==> src/fpe_pkg.sv <==
package fpe_pkg;
  localparam int CLK_HZ = 40_000_000;
  localparam int MS_PER_S = 1000;
  // cycles in one millisecond, derived from the clock rate
  localparam int MS_CYC = CLK_HZ / MS_PER_S;

  // emission timing in milliseconds, plus burst length and pulse cap in pulses
  localparam int SEC_MS = 1000;
  localparam int PULSE_HIGH_MS = 2;
  localparam int PULSE_LOW_MS = 2;
  localparam int BURST_PAUSE_MS = 30;
  localparam int BURST_LEN = 10;
  localparam int MAX_PULSES = 125;

  // measurement schedule and averaging
  localparam int MEAS_MS = 1000;
  localparam int TEST_DIV_SHIFT = 2;
  localparam int AVG_LEN = 8;
  localparam int AVG_SHIFT = 3;

  // flow in ml/s times meter factor in milli-pulses per litre
  localparam int FLOW_W = 24;
  localparam int ACC_W = 40;
  localparam logic [ACC_W-1:0] PULSE_UNIT = 40'h00000f4240;
  localparam int MF_DEFAULT = 600;
  localparam int CUTOFF_DEFAULT = 10;

  typedef struct packed {
    logic valid;
    logic signed [FLOW_W-1:0] rate;
  } fpe_sample_t;

  typedef enum logic [1:0] {
    EM_IDLE = 2'b00,
    EM_HIGH = 2'b01,
    EM_LOW = 2'b10,
    EM_PAUSE = 2'b11
  } fpe_em_t;
endpackage

==> src/fpe_top.sv <==
`timescale 1ns/10ps
`default_nettype none
// Summary of operation
// - each second compute pulses owed and emit them from the following second tick onward
// - pulses grouped in bursts, each pulse high two milliseconds
// - about thirty milliseconds pause between bursts
// - no pulses for flow below cut-off or negative flow
// - owed count clamps at 125 per second
// - pulse count linear in flow between cut-off and saturation
// - meter factor in milli-pulses per litre scales volume to pulses
// - pulse count uses average of last eight flow measurements
// - output held off until the averaging window has filled after power-up
// - measurements requested at fixed intervals
// - test mode changes only the measurement rate
// - volume integrated from flow each second, pulses taken from volume
// - test mode measurement interval is one quarter of normal
module fpe_top #(
  parameter int MS_CYCLES = fpe_pkg::MS_CYC,
  parameter int MF_MILLI = fpe_pkg::MF_DEFAULT,
  parameter int CUTOFF_ML = fpe_pkg::CUTOFF_DEFAULT
) (
  input wire logic sys_clk,
  input wire logic rst_n,
  input wire logic test_pin_n,
  input wire fpe_pkg::fpe_sample_t sample,
  output logic meas_req,
  output logic test_mode,
  output logic pulse_out
);

  ////////////////////////////////////////////////////////////////////////////
  // millisecond and second ticks
  logic [31:0] ms_cnt;
  logic [15:0] sec_cnt;
  wire ms_tick = (ms_cnt == 32'(MS_CYCLES - 1));
  wire sec_tick = ms_tick && (sec_cnt == 16'(fpe_pkg::SEC_MS - 1));
  always_ff @(posedge sys_clk or negedge rst_n) begin
    if (!rst_n) begin
      ms_cnt <= '0;
      sec_cnt <= '0;
    end else begin
      ms_cnt <= ms_tick ? '0 : ms_cnt + 32'h1;
      if (ms_tick) begin
        sec_cnt <= sec_tick ? '0 : sec_cnt + 16'h1;
      end
    end
  end

  ////////////////////////////////////////////////////////////////////////////
  // test strap, caught once at the first millisecond after reset
  logic pin_s1, pin_s2, strap_done;
  always_ff @(posedge sys_clk or negedge rst_n) begin
    if (!rst_n) begin
      pin_s1 <= 1'b0;
      pin_s2 <= 1'b0;
      strap_done <= 1'b0;
      test_mode <= 1'b0;
    end else begin
      pin_s1 <= ~test_pin_n;
      pin_s2 <= pin_s1;
      if (ms_tick && !strap_done) begin
        strap_done <= 1'b1;
        test_mode <= pin_s2;
      end
    end
  end

  ////////////////////////////////////////////////////////////////////////////
  // measurement schedule
  // quarter interval
  wire [15:0] meas_period = test_mode ?
    16'(fpe_pkg::MEAS_MS >> fpe_pkg::TEST_DIV_SHIFT) : 16'(fpe_pkg::MEAS_MS);
  logic [15:0] meas_cnt;
  wire meas_due = ms_tick && (meas_cnt >= meas_period - 16'h1);
  // only the rate differs between modes
  always_ff @(posedge sys_clk or negedge rst_n) begin
    if (!rst_n) begin
      meas_cnt <= '0;
      meas_req <= 1'b0;
    end else begin
      meas_req <= meas_due;
      if (ms_tick) begin
        meas_cnt <= meas_due ? '0 : meas_cnt + 16'h1;
      end
    end
  end

  ////////////////////////////////////////////////////////////////////////////
  // moving average over the last samples
  // sum width leaves headroom for eight full-scale samples
  localparam int SUM_W = fpe_pkg::FLOW_W + fpe_pkg::AVG_SHIFT;
  logic signed [fpe_pkg::FLOW_W-1:0] win [fpe_pkg::AVG_LEN];
  logic [fpe_pkg::AVG_SHIFT-1:0] wr_ptr;
  logic [fpe_pkg::AVG_SHIFT:0] fill;
  logic signed [fpe_pkg::FLOW_W+fpe_pkg::AVG_SHIFT-1:0] win_sum;
  wire signed [SUM_W-1:0] old_ext = SUM_W'(win[wr_ptr]);
  wire signed [SUM_W-1:0] new_ext = SUM_W'(sample.rate);
  wire signed [fpe_pkg::FLOW_W+fpe_pkg::AVG_SHIFT-1:0] avg_wide =
    win_sum >>> fpe_pkg::AVG_SHIFT;
  wire signed [fpe_pkg::FLOW_W-1:0] avg_flow = avg_wide[fpe_pkg::FLOW_W-1:0];
  // ready once the window holds real samples
  wire window_full = (fill == (fpe_pkg::AVG_SHIFT+1)'(fpe_pkg::AVG_LEN));
  always_ff @(posedge sys_clk or negedge rst_n) begin
    if (!rst_n) begin
      wr_ptr <= '0;
      fill <= '0;
      win_sum <= '0;
    end else if (sample.valid) begin
      wr_ptr <= wr_ptr + 1'b1;
      win_sum <= win_sum + new_ext - old_ext;
      if (!window_full) begin
        fill <= fill + 1'b1;
      end
    end
  end
  genvar gi;
  generate
    for (gi = 0; gi < fpe_pkg::AVG_LEN; gi++) begin : g_win
      always_ff @(posedge sys_clk or negedge rst_n) begin
        if (!rst_n) begin
          win[gi] <= '0;
        end else if (sample.valid && wr_ptr == fpe_pkg::AVG_SHIFT'(gi)) begin
          win[gi] <= sample.rate;
        end
      end
    end
  endgenerate
  ////////////////////////////////////////////////////////////////////////////
  // volume integration and pulse count
  // blank below cut-off and for reverse flow
  wire flow_ok = window_full && (avg_flow >= fpe_pkg::FLOW_W'(CUTOFF_ML));
  // meter factor scaling; linear in flow
  wire [fpe_pkg::ACC_W-1:0] vol_inc = fpe_pkg::ACC_W'(avg_flow) *
    fpe_pkg::ACC_W'(MF_MILLI);
  logic [fpe_pkg::ACC_W-1:0] acc;
  logic [7:0] owed;
  logic calc_busy;
  wire owed_full = (owed == 8'(fpe_pkg::MAX_PULSES));
  wire acc_whole = (acc >= fpe_pkg::PULSE_UNIT);
  always_ff @(posedge sys_clk or negedge rst_n) begin
    if (!rst_n) begin
      acc <= '0;
      owed <= '0;
      calc_busy <= 1'b0;
    end else if (sec_tick) begin
      owed <= '0;
      calc_busy <= 1'b1;
      // integrate flow over the second; residue kept while flow_ok, cleared when it is low
      acc <= flow_ok ? acc + vol_inc : '0;
    end else if (calc_busy) begin
      if (owed_full) begin
        acc <= '0;
        calc_busy <= 1'b0;
      end else if (acc_whole) begin
        acc <= acc - fpe_pkg::PULSE_UNIT;
        owed <= owed + 8'h1;
      end else begin
        calc_busy <= 1'b0;
      end
    end
  end

  ////////////////////////////////////////////////////////////////////////////
  // burst emitter
  fpe_pkg::fpe_em_t em_state, next_state;
  logic [7:0] left;
  logic [7:0] in_burst;
  logic [7:0] ph;
  wire [7:0] ph_end = (em_state == fpe_pkg::EM_HIGH) ? 8'(fpe_pkg::PULSE_HIGH_MS - 1) :
    (em_state == fpe_pkg::EM_LOW) ? 8'(fpe_pkg::PULSE_LOW_MS - 1) :
    8'(fpe_pkg::BURST_PAUSE_MS - 1);
  wire ph_done = ms_tick && (ph == ph_end);
  wire last_pulse = (left == 8'h1);
  wire burst_end = (in_burst == 8'(fpe_pkg::BURST_LEN - 1));
  always_comb begin
    next_state = em_state;
    case (em_state)
      fpe_pkg::EM_IDLE: begin
        // owed count started on the second boundary
        if (sec_tick && owed != 8'h0) begin
          next_state = fpe_pkg::EM_HIGH;
        end
      end
      fpe_pkg::EM_HIGH: begin
        // pulse then gap, or a pause once a burst is complete
        if (ph_done) begin
          if (last_pulse) begin
            next_state = fpe_pkg::EM_IDLE;
          end else if (burst_end) begin
            next_state = fpe_pkg::EM_PAUSE;
          end else begin
            next_state = fpe_pkg::EM_LOW;
          end
        end
      end
      fpe_pkg::EM_LOW: begin
        if (ph_done) begin
          next_state = fpe_pkg::EM_HIGH;
        end
      end
      fpe_pkg::EM_PAUSE: begin
        if (ph_done) begin
          next_state = fpe_pkg::EM_HIGH;
        end
      end
      default: next_state = fpe_pkg::EM_IDLE;
    endcase
  end
  always_ff @(posedge sys_clk or negedge rst_n) begin
    if (!rst_n) begin
      em_state <= fpe_pkg::EM_IDLE;
      left <= '0;
      in_burst <= '0;
      ph <= '0;
      pulse_out <= 1'b0;
    end else begin
      em_state <= next_state;
      pulse_out <= (next_state == fpe_pkg::EM_HIGH);
      if (next_state != em_state) begin
        ph <= '0;
      end else if (ms_tick) begin
        ph <= ph + 8'h1;
      end
      if (em_state == fpe_pkg::EM_IDLE && next_state == fpe_pkg::EM_HIGH) begin
        left <= owed;
        in_burst <= '0;
      end else if (em_state == fpe_pkg::EM_HIGH && ph_done) begin
        left <= left - 8'h1;
        in_burst <= burst_end ? '0 : in_burst + 8'h1;
      end
    end
  end

  ////////////////////////////////////////////////////////////////////////////
  // checks
  int hi_len, pause_len, meas_gap;
  logic meas_seen;
  always_ff @(posedge sys_clk or negedge rst_n) begin
    if (!rst_n) begin
      hi_len <= 0;
      pause_len <= 0;
      meas_gap <= 0;
      meas_seen <= 1'b0;
    end else begin
      hi_len <= pulse_out ? hi_len + 1 : 0;
      pause_len <= (em_state == fpe_pkg::EM_PAUSE) ? pause_len + 1 : 0;
      meas_gap <= meas_req ? 1 : meas_gap + 1;
      meas_seen <= meas_seen | meas_req;
    end
  end

  a_pulse_width: assert property (@(posedge sys_clk) disable iff (!rst_n)
    $fell(pulse_out) |-> hi_len == fpe_pkg::PULSE_HIGH_MS * MS_CYCLES)
    else $error("pulse high time wrong");
  a_burst_pause: assert property (@(posedge sys_clk) disable iff (!rst_n)
    (em_state == fpe_pkg::EM_PAUSE && next_state == fpe_pkg::EM_HIGH)
    |-> pause_len == fpe_pkg::BURST_PAUSE_MS * MS_CYCLES - 1)
    else $error("burst pause length wrong");
  a_cutoff_blank: assert property (@(posedge sys_clk) disable iff (!rst_n)
    (sec_tick && !flow_ok) |=> acc == '0 && owed == 8'h0)
    else $error("pulses owed below cut-off");
  a_rate_clamp: assert property (@(posedge sys_clk) disable iff (!rst_n)
    owed <= 8'(fpe_pkg::MAX_PULSES) && left <= 8'(fpe_pkg::MAX_PULSES))
    else $error("pulse count above maximum");
  a_second_done: assert property (@(posedge sys_clk) disable iff (!rst_n)
    sec_tick |-> em_state == fpe_pkg::EM_IDLE && !calc_busy)
    else $error("emission overran the second");
  a_vol_integrate: assert property (@(posedge sys_clk) disable iff (!rst_n)
    (sec_tick && flow_ok) |=> acc == $past(acc) + $past(vol_inc) && calc_busy)
    else $error("volume not integrated");
  a_residue_kept: assert property (@(posedge sys_clk) disable iff (!rst_n)
    $fell(calc_busy) && !$past(owed_full) |-> acc < fpe_pkg::PULSE_UNIT && acc == $past(acc))
    else $error("remainder not carried");
  // nothing may be owed or emitted until eight real samples are averaged
  a_startup_hold: assert property (@(posedge sys_clk) disable iff (!rst_n)
    !window_full |-> owed == 8'h0 && !pulse_out)
    else $error("output enabled before window filled");
  a_meas_period: assert property (@(posedge sys_clk) disable iff (!rst_n)
    (meas_req && meas_seen && strap_done && $stable(test_mode))
    |-> meas_gap == 32'(meas_period) * MS_CYCLES)
    else $error("measurement interval wrong");
  a_pulse_count: assert property (@(posedge sys_clk) disable iff (!rst_n)
    (em_state == fpe_pkg::EM_IDLE && next_state == fpe_pkg::EM_HIGH)
    |=> left == $past(owed))
    else $error("emitter not loaded with owed count");
  c_burst_pause: cover property (@(posedge sys_clk) disable iff (!rst_n)
    em_state == fpe_pkg::EM_PAUSE);
  c_saturated: cover property (@(posedge sys_clk) disable iff (!rst_n)
    calc_busy && owed_full);
  c_test_mode: cover property (@(posedge sys_clk) disable iff (!rst_n)
    test_mode && meas_req);
  c_emit_done: cover property (@(posedge sys_clk) disable iff (!rst_n)
    $fell(pulse_out) && em_state == fpe_pkg::EM_IDLE);
endmodule
`default_nettype wire

==> config.mk <==
export PLATFORM = sky130hd
export DESIGN_NAME = fpe_top
export DESIGN_NICKNAME = d
export VERILOG_FILES = /design/src/fpe_pkg.sv /design/src/fpe_top.sv
export SDC_FILE = /design/constraint.sdc
export NUM_CORES = 1
export LEC_CHECK = 0
export BUFFER_PORTS_ARGS = -buffer_cell sky130_fd_sc_hd__buf_2
export CAP_MARGIN = 20
export CORE_ASPECT_RATIO = 1.1
export CORE_MARGIN = 2
export CORE_UTILIZATION = 60
export CTS_CLUSTER_DIAMETER = 40
export DETAILED_ROUTE_END_ITERATION = 12
export HOLD_SLACK_MARGIN = 0.05
export PLACE_DENSITY = 0.82
export SLEW_MARGIN = 0
export SYNTH_ARGS = -nofsm -noshare
export SYNTH_HDL_FRONTEND = slang
export SYNTH_SLANG_ARGS = --single-unit
==> constraint.sdc <==
create_clock -name sys_clk -period 17.8 [get_ports sys_clk]
set_input_delay 0 -clock sys_clk [delete_from_list [all_inputs] [get_ports sys_clk]]
set_output_delay 0 -clock sys_clk [all_outputs]
set_load 0.005 [all_outputs]
==> impl_metrics.tcl <==
set metrics [dict create \
    run_status "complete, no violations" \
    critical_path.reg2reg.startpoint "win_sum[7]" \
    worst-r2r-setup-slack_ns 11.34 \
    worstSetupEndpointType "flip-flop" \
    pin_count_of_the_biggest_net_entering_global_routing 123 \
    cts_hold_buffers 27 \
    floorplan.rows 77 \
    finalSetupViolations 0 \
    placement.setup.worst_slack_ns 11.36 \
    tritoncts "yes" \
    ios 31 \
    proportion_of_synthesized_chip_area_in_sequential_cells_pct 37.32 \
    finalMaxSlewViolations 0 \
    post_syn_area_per_cell_um2 9.159 \
    core_occupancy_in_the_finished_layout_pct 67.73 \
    cts.repair.resized 0 \
    firstDrtPassIters 5 \
    maxCapViolCount 0 \
    route.detailed.drc 0 \
    ys_async_sr_fraction_pct 100.0 \
    ant_nets 0 \
    slew_headroom_pct 35.52 \
    worst_r2r_endpoint "acc[39]" \
    grt_setup_unrepaired "false" \
    antennaDiodeCount 0 \
    number_of_library_cell_types_mapped_by_synthesis 84 \
    post_drt_wl_per_cell_um 17.34 \
    initial_antenna_violation_count 0 \
    timing.setup.critical_path_class "reg -> reg" \
    synth_top_flop_cell "sky130_fd_sc_hd__dfrtp_1" \
    routed_wirelength_mm 56.89 \
    timing.critical_path.fanout_max 6 \
    synth_enable_flop_cells 0 \
    min_cycle_time_layout_ns 6.458 \
    routed_via_density 5.976 \
    gp_congestion 0.8903 \
    final_hold_viol_count 0 \
    die-area_mm2 0.04276 \
    first_pass_grt_wire_length_mm 95.19 \
    achievable-frequency_mhz 154.9 \
    synth_warnings 0 \
    synth_instances 2694 \
    cts.sink_count 368 \
    critical_path.startpoint "win_sum[7]" \
    clock_tree.buffer_depth 3 \
    h-tree-depth 2 \
    via_count 19606 \
    arrival_ns 6.91 \
    cts_post_setup_buffers_inserted 0 \
    clkTransAtPathRegs_ns 0.05 \
    worst_hold_path_type "in -> reg" \
    synthToLayoutAreaGrowth_pct 10.81 \
    globalRouteOverflowTotal 0 \
    syn_nets 2991 \
    synth.ff_latch_count 368 \
    track_usage_pct 27.21 \
    core_mm2 0.04037 \
    clockRootBuffer "sky130_fd_sc_hd__clkbuf_16" \
    placement.io_buffers 30 \
    finalSetupTns_ns 0 \
    drt_iter0_markers 1244 \
    finish.net_count 3025 \
    cp.required_ns 18.25 \
    worst_clock_skew_ns 0.02522 \
    hold_start "sample[24]" \
    die_y_um 216.7 \
    start_util_pct 61.13 \
    die_width_um 197.4 \
    postLayoutSetupSlackWorst_ns 11.34 \
    drive_gt1_share_pct 7.912 \
    clock_insertion_delay_worst_skew_ns 0.60 \
    fin_crit_sh_pct 36.28 \
    number_of_global_route_vias_before_repair 19661 \
    r2r.worst_path.cells 23 \
    detailed_place_hpwl_mm 39.34 \
    syn-cell-area_mm2 0.02467 \
    cts_buffers 51 \
    startpoint_type "flip-flop" \
    worst_pin_slew_ns 0.9672 \
    timing.critical_path.to "acc[39]" \
]
-- metal layers --
layer	share of wire (%)	global-route usage (%)	vias up
li1	-	-	9325
met1	42	34.71	9556
met2	50	46.67	587
met3	4.7	3.548	138
met4	3.7	11.75	0
met5	0	0	-
-- worst min-delay path by stage --
stage	end	depth (start not counted)
3_5_place_dp	pin_s1	2
6_report	win_sum[24]	4
2_1_floorplan	acc[10]	0
3_3_place_gp	in_burst[5]	1
4_1_cts	win_sum[21]	3
5_1_grt	win_sum[20]	4
-- placed cells by master (no fill, tap or decap), types with 22 or more instances in the layout --
master	count
sky130_fd_sc_hd__and3_1	25
sky130_fd_sc_hd__dfrtp_1	366
sky130_fd_sc_hd__o21ai_1	36
sky130_fd_sc_hd__inv_1	276
sky130_fd_sc_hd__o21bai_1	23
sky130_fd_sc_hd__clkbuf_16	53
sky130_fd_sc_hd__a21o_1	42
sky130_fd_sc_hd__nand2b_1	22
sky130_fd_sc_hd__nor3_1	40
sky130_fd_sc_hd__mux4_2	48
sky130_fd_sc_hd__a21oi_1	127
sky130_fd_sc_hd__dlygate4sd3_1	27
sky130_fd_sc_hd__ha_1	197
sky130_fd_sc_hd__nand4_1	36
sky130_fd_sc_hd__o21ai_0	285
sky130_fd_sc_hd__fa_1	72
sky130_fd_sc_hd__nand3_1	53
sky130_fd_sc_hd__buf_2	29
sky130_fd_sc_hd__xor2_1	54
sky130_fd_sc_hd__nor4_1	33
sky130_fd_sc_hd__xnor2_1	93
sky130_fd_sc_hd__nand2_1	391
sky130_fd_sc_hd__nor2_1	139
-- kinds of logic (layout without fill, tap and decap cells) --
logic type      Yosys count  count (layout)  share of synthesized area, %
buf+inv                 376             450                         5.816
xor+xnor                147             147                         5.218
simple gates            840             840                         15.86
flops                   368             368                         37.32
fa+ha+maj               269             269                         15.83
compound gates          632             632                         14.95
mux                      62              62                         5.000
-- flip-flops by register name, summed over array words and instances (netlist names), 2 cells and up --
register / cells
win: 192
wr_ptr: 3
win_sum: 27
em_state: 2
meas_cnt: 16
in_burst: 8
sec_cnt: 16
left: 8
owed: 8
ms_cnt: 32
fill: 4
ph: 8
acc: 37
-- metrics by stage --
stage | instances | hold slack [ns] | cell area (um2)
global placement | 3159 | 0.1487 | 25250
CTS | 3279 | 0.06118 | 27290
detailed placement | 3159 | 0.1475 | 25250
floorplan | 2694 | -0.2956 | 24670
global route | 3281 | 0.1139 | 27340
finish | 3281 | 0.07611 | 27340
-- cells in the mapped netlist (8+ instances only) --
| cell | instances | area [um2] |
|---|---|---|
| sky130_fd_sc_hd__nand2_1 | 391 | 1468 |
| sky130_fd_sc_hd__dfrtp_1 | 368 | 9209 |
| sky130_fd_sc_hd__o21ai_0 | 285 | 1426 |
| sky130_fd_sc_hd__inv_1 | 276 | 1036 |
| sky130_fd_sc_hd__ha_1 | 197 | 2465 |
| sky130_fd_sc_hd__nor2_1 | 139 | 521.8 |
| sky130_fd_sc_hd__a21oi_1 | 127 | 635.6 |
| sky130_fd_sc_hd__xnor2_1 | 93 | 814.5 |
| sky130_fd_sc_hd__clkbuf_1 | 73 | 274.0 |
| sky130_fd_sc_hd__fa_1 | 72 | 1441 |
| sky130_fd_sc_hd__xor2_1 | 54 | 473.0 |
| sky130_fd_sc_hd__nand3_1 | 53 | 265.3 |
| sky130_fd_sc_hd__mux4_2 | 48 | 1081 |
| sky130_fd_sc_hd__a21o_1 | 42 | 315.3 |
| sky130_fd_sc_hd__nor3_1 | 41 | 205.2 |
| sky130_fd_sc_hd__nand4_1 | 36 | 225.2 |
| sky130_fd_sc_hd__o21ai_1 | 36 | 180.2 |
| sky130_fd_sc_hd__nor4_1 | 33 | 206.5 |
| sky130_fd_sc_hd__and3_1 | 25 | 156.4 |
| sky130_fd_sc_hd__o21bai_1 | 23 | 172.7 |
| sky130_fd_sc_hd__nand2b_1 | 22 | 137.6 |
| sky130_fd_sc_hd__nor2b_1 | 17 | 106.4 |
| sky130_fd_sc_hd__or3_1 | 17 | 106.4 |
| sky130_fd_sc_hd__o21a_1 | 16 | 120.1 |
| sky130_fd_sc_hd__a31oi_1 | 15 | 93.84 |
| sky130_fd_sc_hd__buf_2 | 13 | 65.06 |
| sky130_fd_sc_hd__o211ai_1 | 13 | 97.59 |
| sky130_fd_sc_hd__a211oi_1 | 12 | 90.09 |
| sky130_fd_sc_hd__and2_1 | 12 | 75.07 |
| sky130_fd_sc_hd__buf_1 | 12 | 45.04 |
| sky130_fd_sc_hd__o31ai_1 | 11 | 82.58 |
| sky130_fd_sc_hd__mux2_2 | 10 | 112.6 |
| sky130_fd_sc_hd__nor3b_1 | 8 | 60.06 |
-- worst max-delay path, stage by stage, from the launching register on --
cell and delay (ns):
sky130_fd_sc_hd__dfrtp_1 0.45, sky130_fd_sc_hd__ha_1 0.37, sky130_fd_sc_hd__fa_1 0.54, sky130_fd_sc_hd__inv_1 0.05
sky130_fd_sc_hd__fa_1 0.53, sky130_fd_sc_hd__inv_1 0.04, sky130_fd_sc_hd__ha_1 0.36, sky130_fd_sc_hd__a21o_1 0.23
sky130_fd_sc_hd__a2111oi_2 0.35, sky130_fd_sc_hd__and3_1 0.23, sky130_fd_sc_hd__nor3_1 0.06, sky130_fd_sc_hd__or3_1 0.44
sky130_fd_sc_hd__a2111oi_4 0.48, sky130_fd_sc_hd__nor4_1 0.11, sky130_fd_sc_hd__or3_4 0.39, sky130_fd_sc_hd__ha_1 0.41
sky130_fd_sc_hd__nand4_1 0.20, sky130_fd_sc_hd__nor2_1 0.23, sky130_fd_sc_hd__nand3_1 0.10, sky130_fd_sc_hd__a21oi_1 0.20
sky130_fd_sc_hd__o221ai_1 0.15, sky130_fd_sc_hd__xnor2_1 0.18, sky130_fd_sc_hd__xnor2_1 0.14, sky130_fd_sc_hd__o21ai_1 0.07
-- area by class of cell --
type                    instances  area [um2]
clock buffers                  64        1398
clock inverters                29       370.4
fillers                      2956       13030
inverters                     277        1040
multi-input cells            1950       14040
flip-flops and latches        368        9214
well taps                     513       641.9
repair buffers                 80       643.1
Power is not shown: default switching activity piles up to over one toggle a cycle in this logic, so the estimate is an artifact.
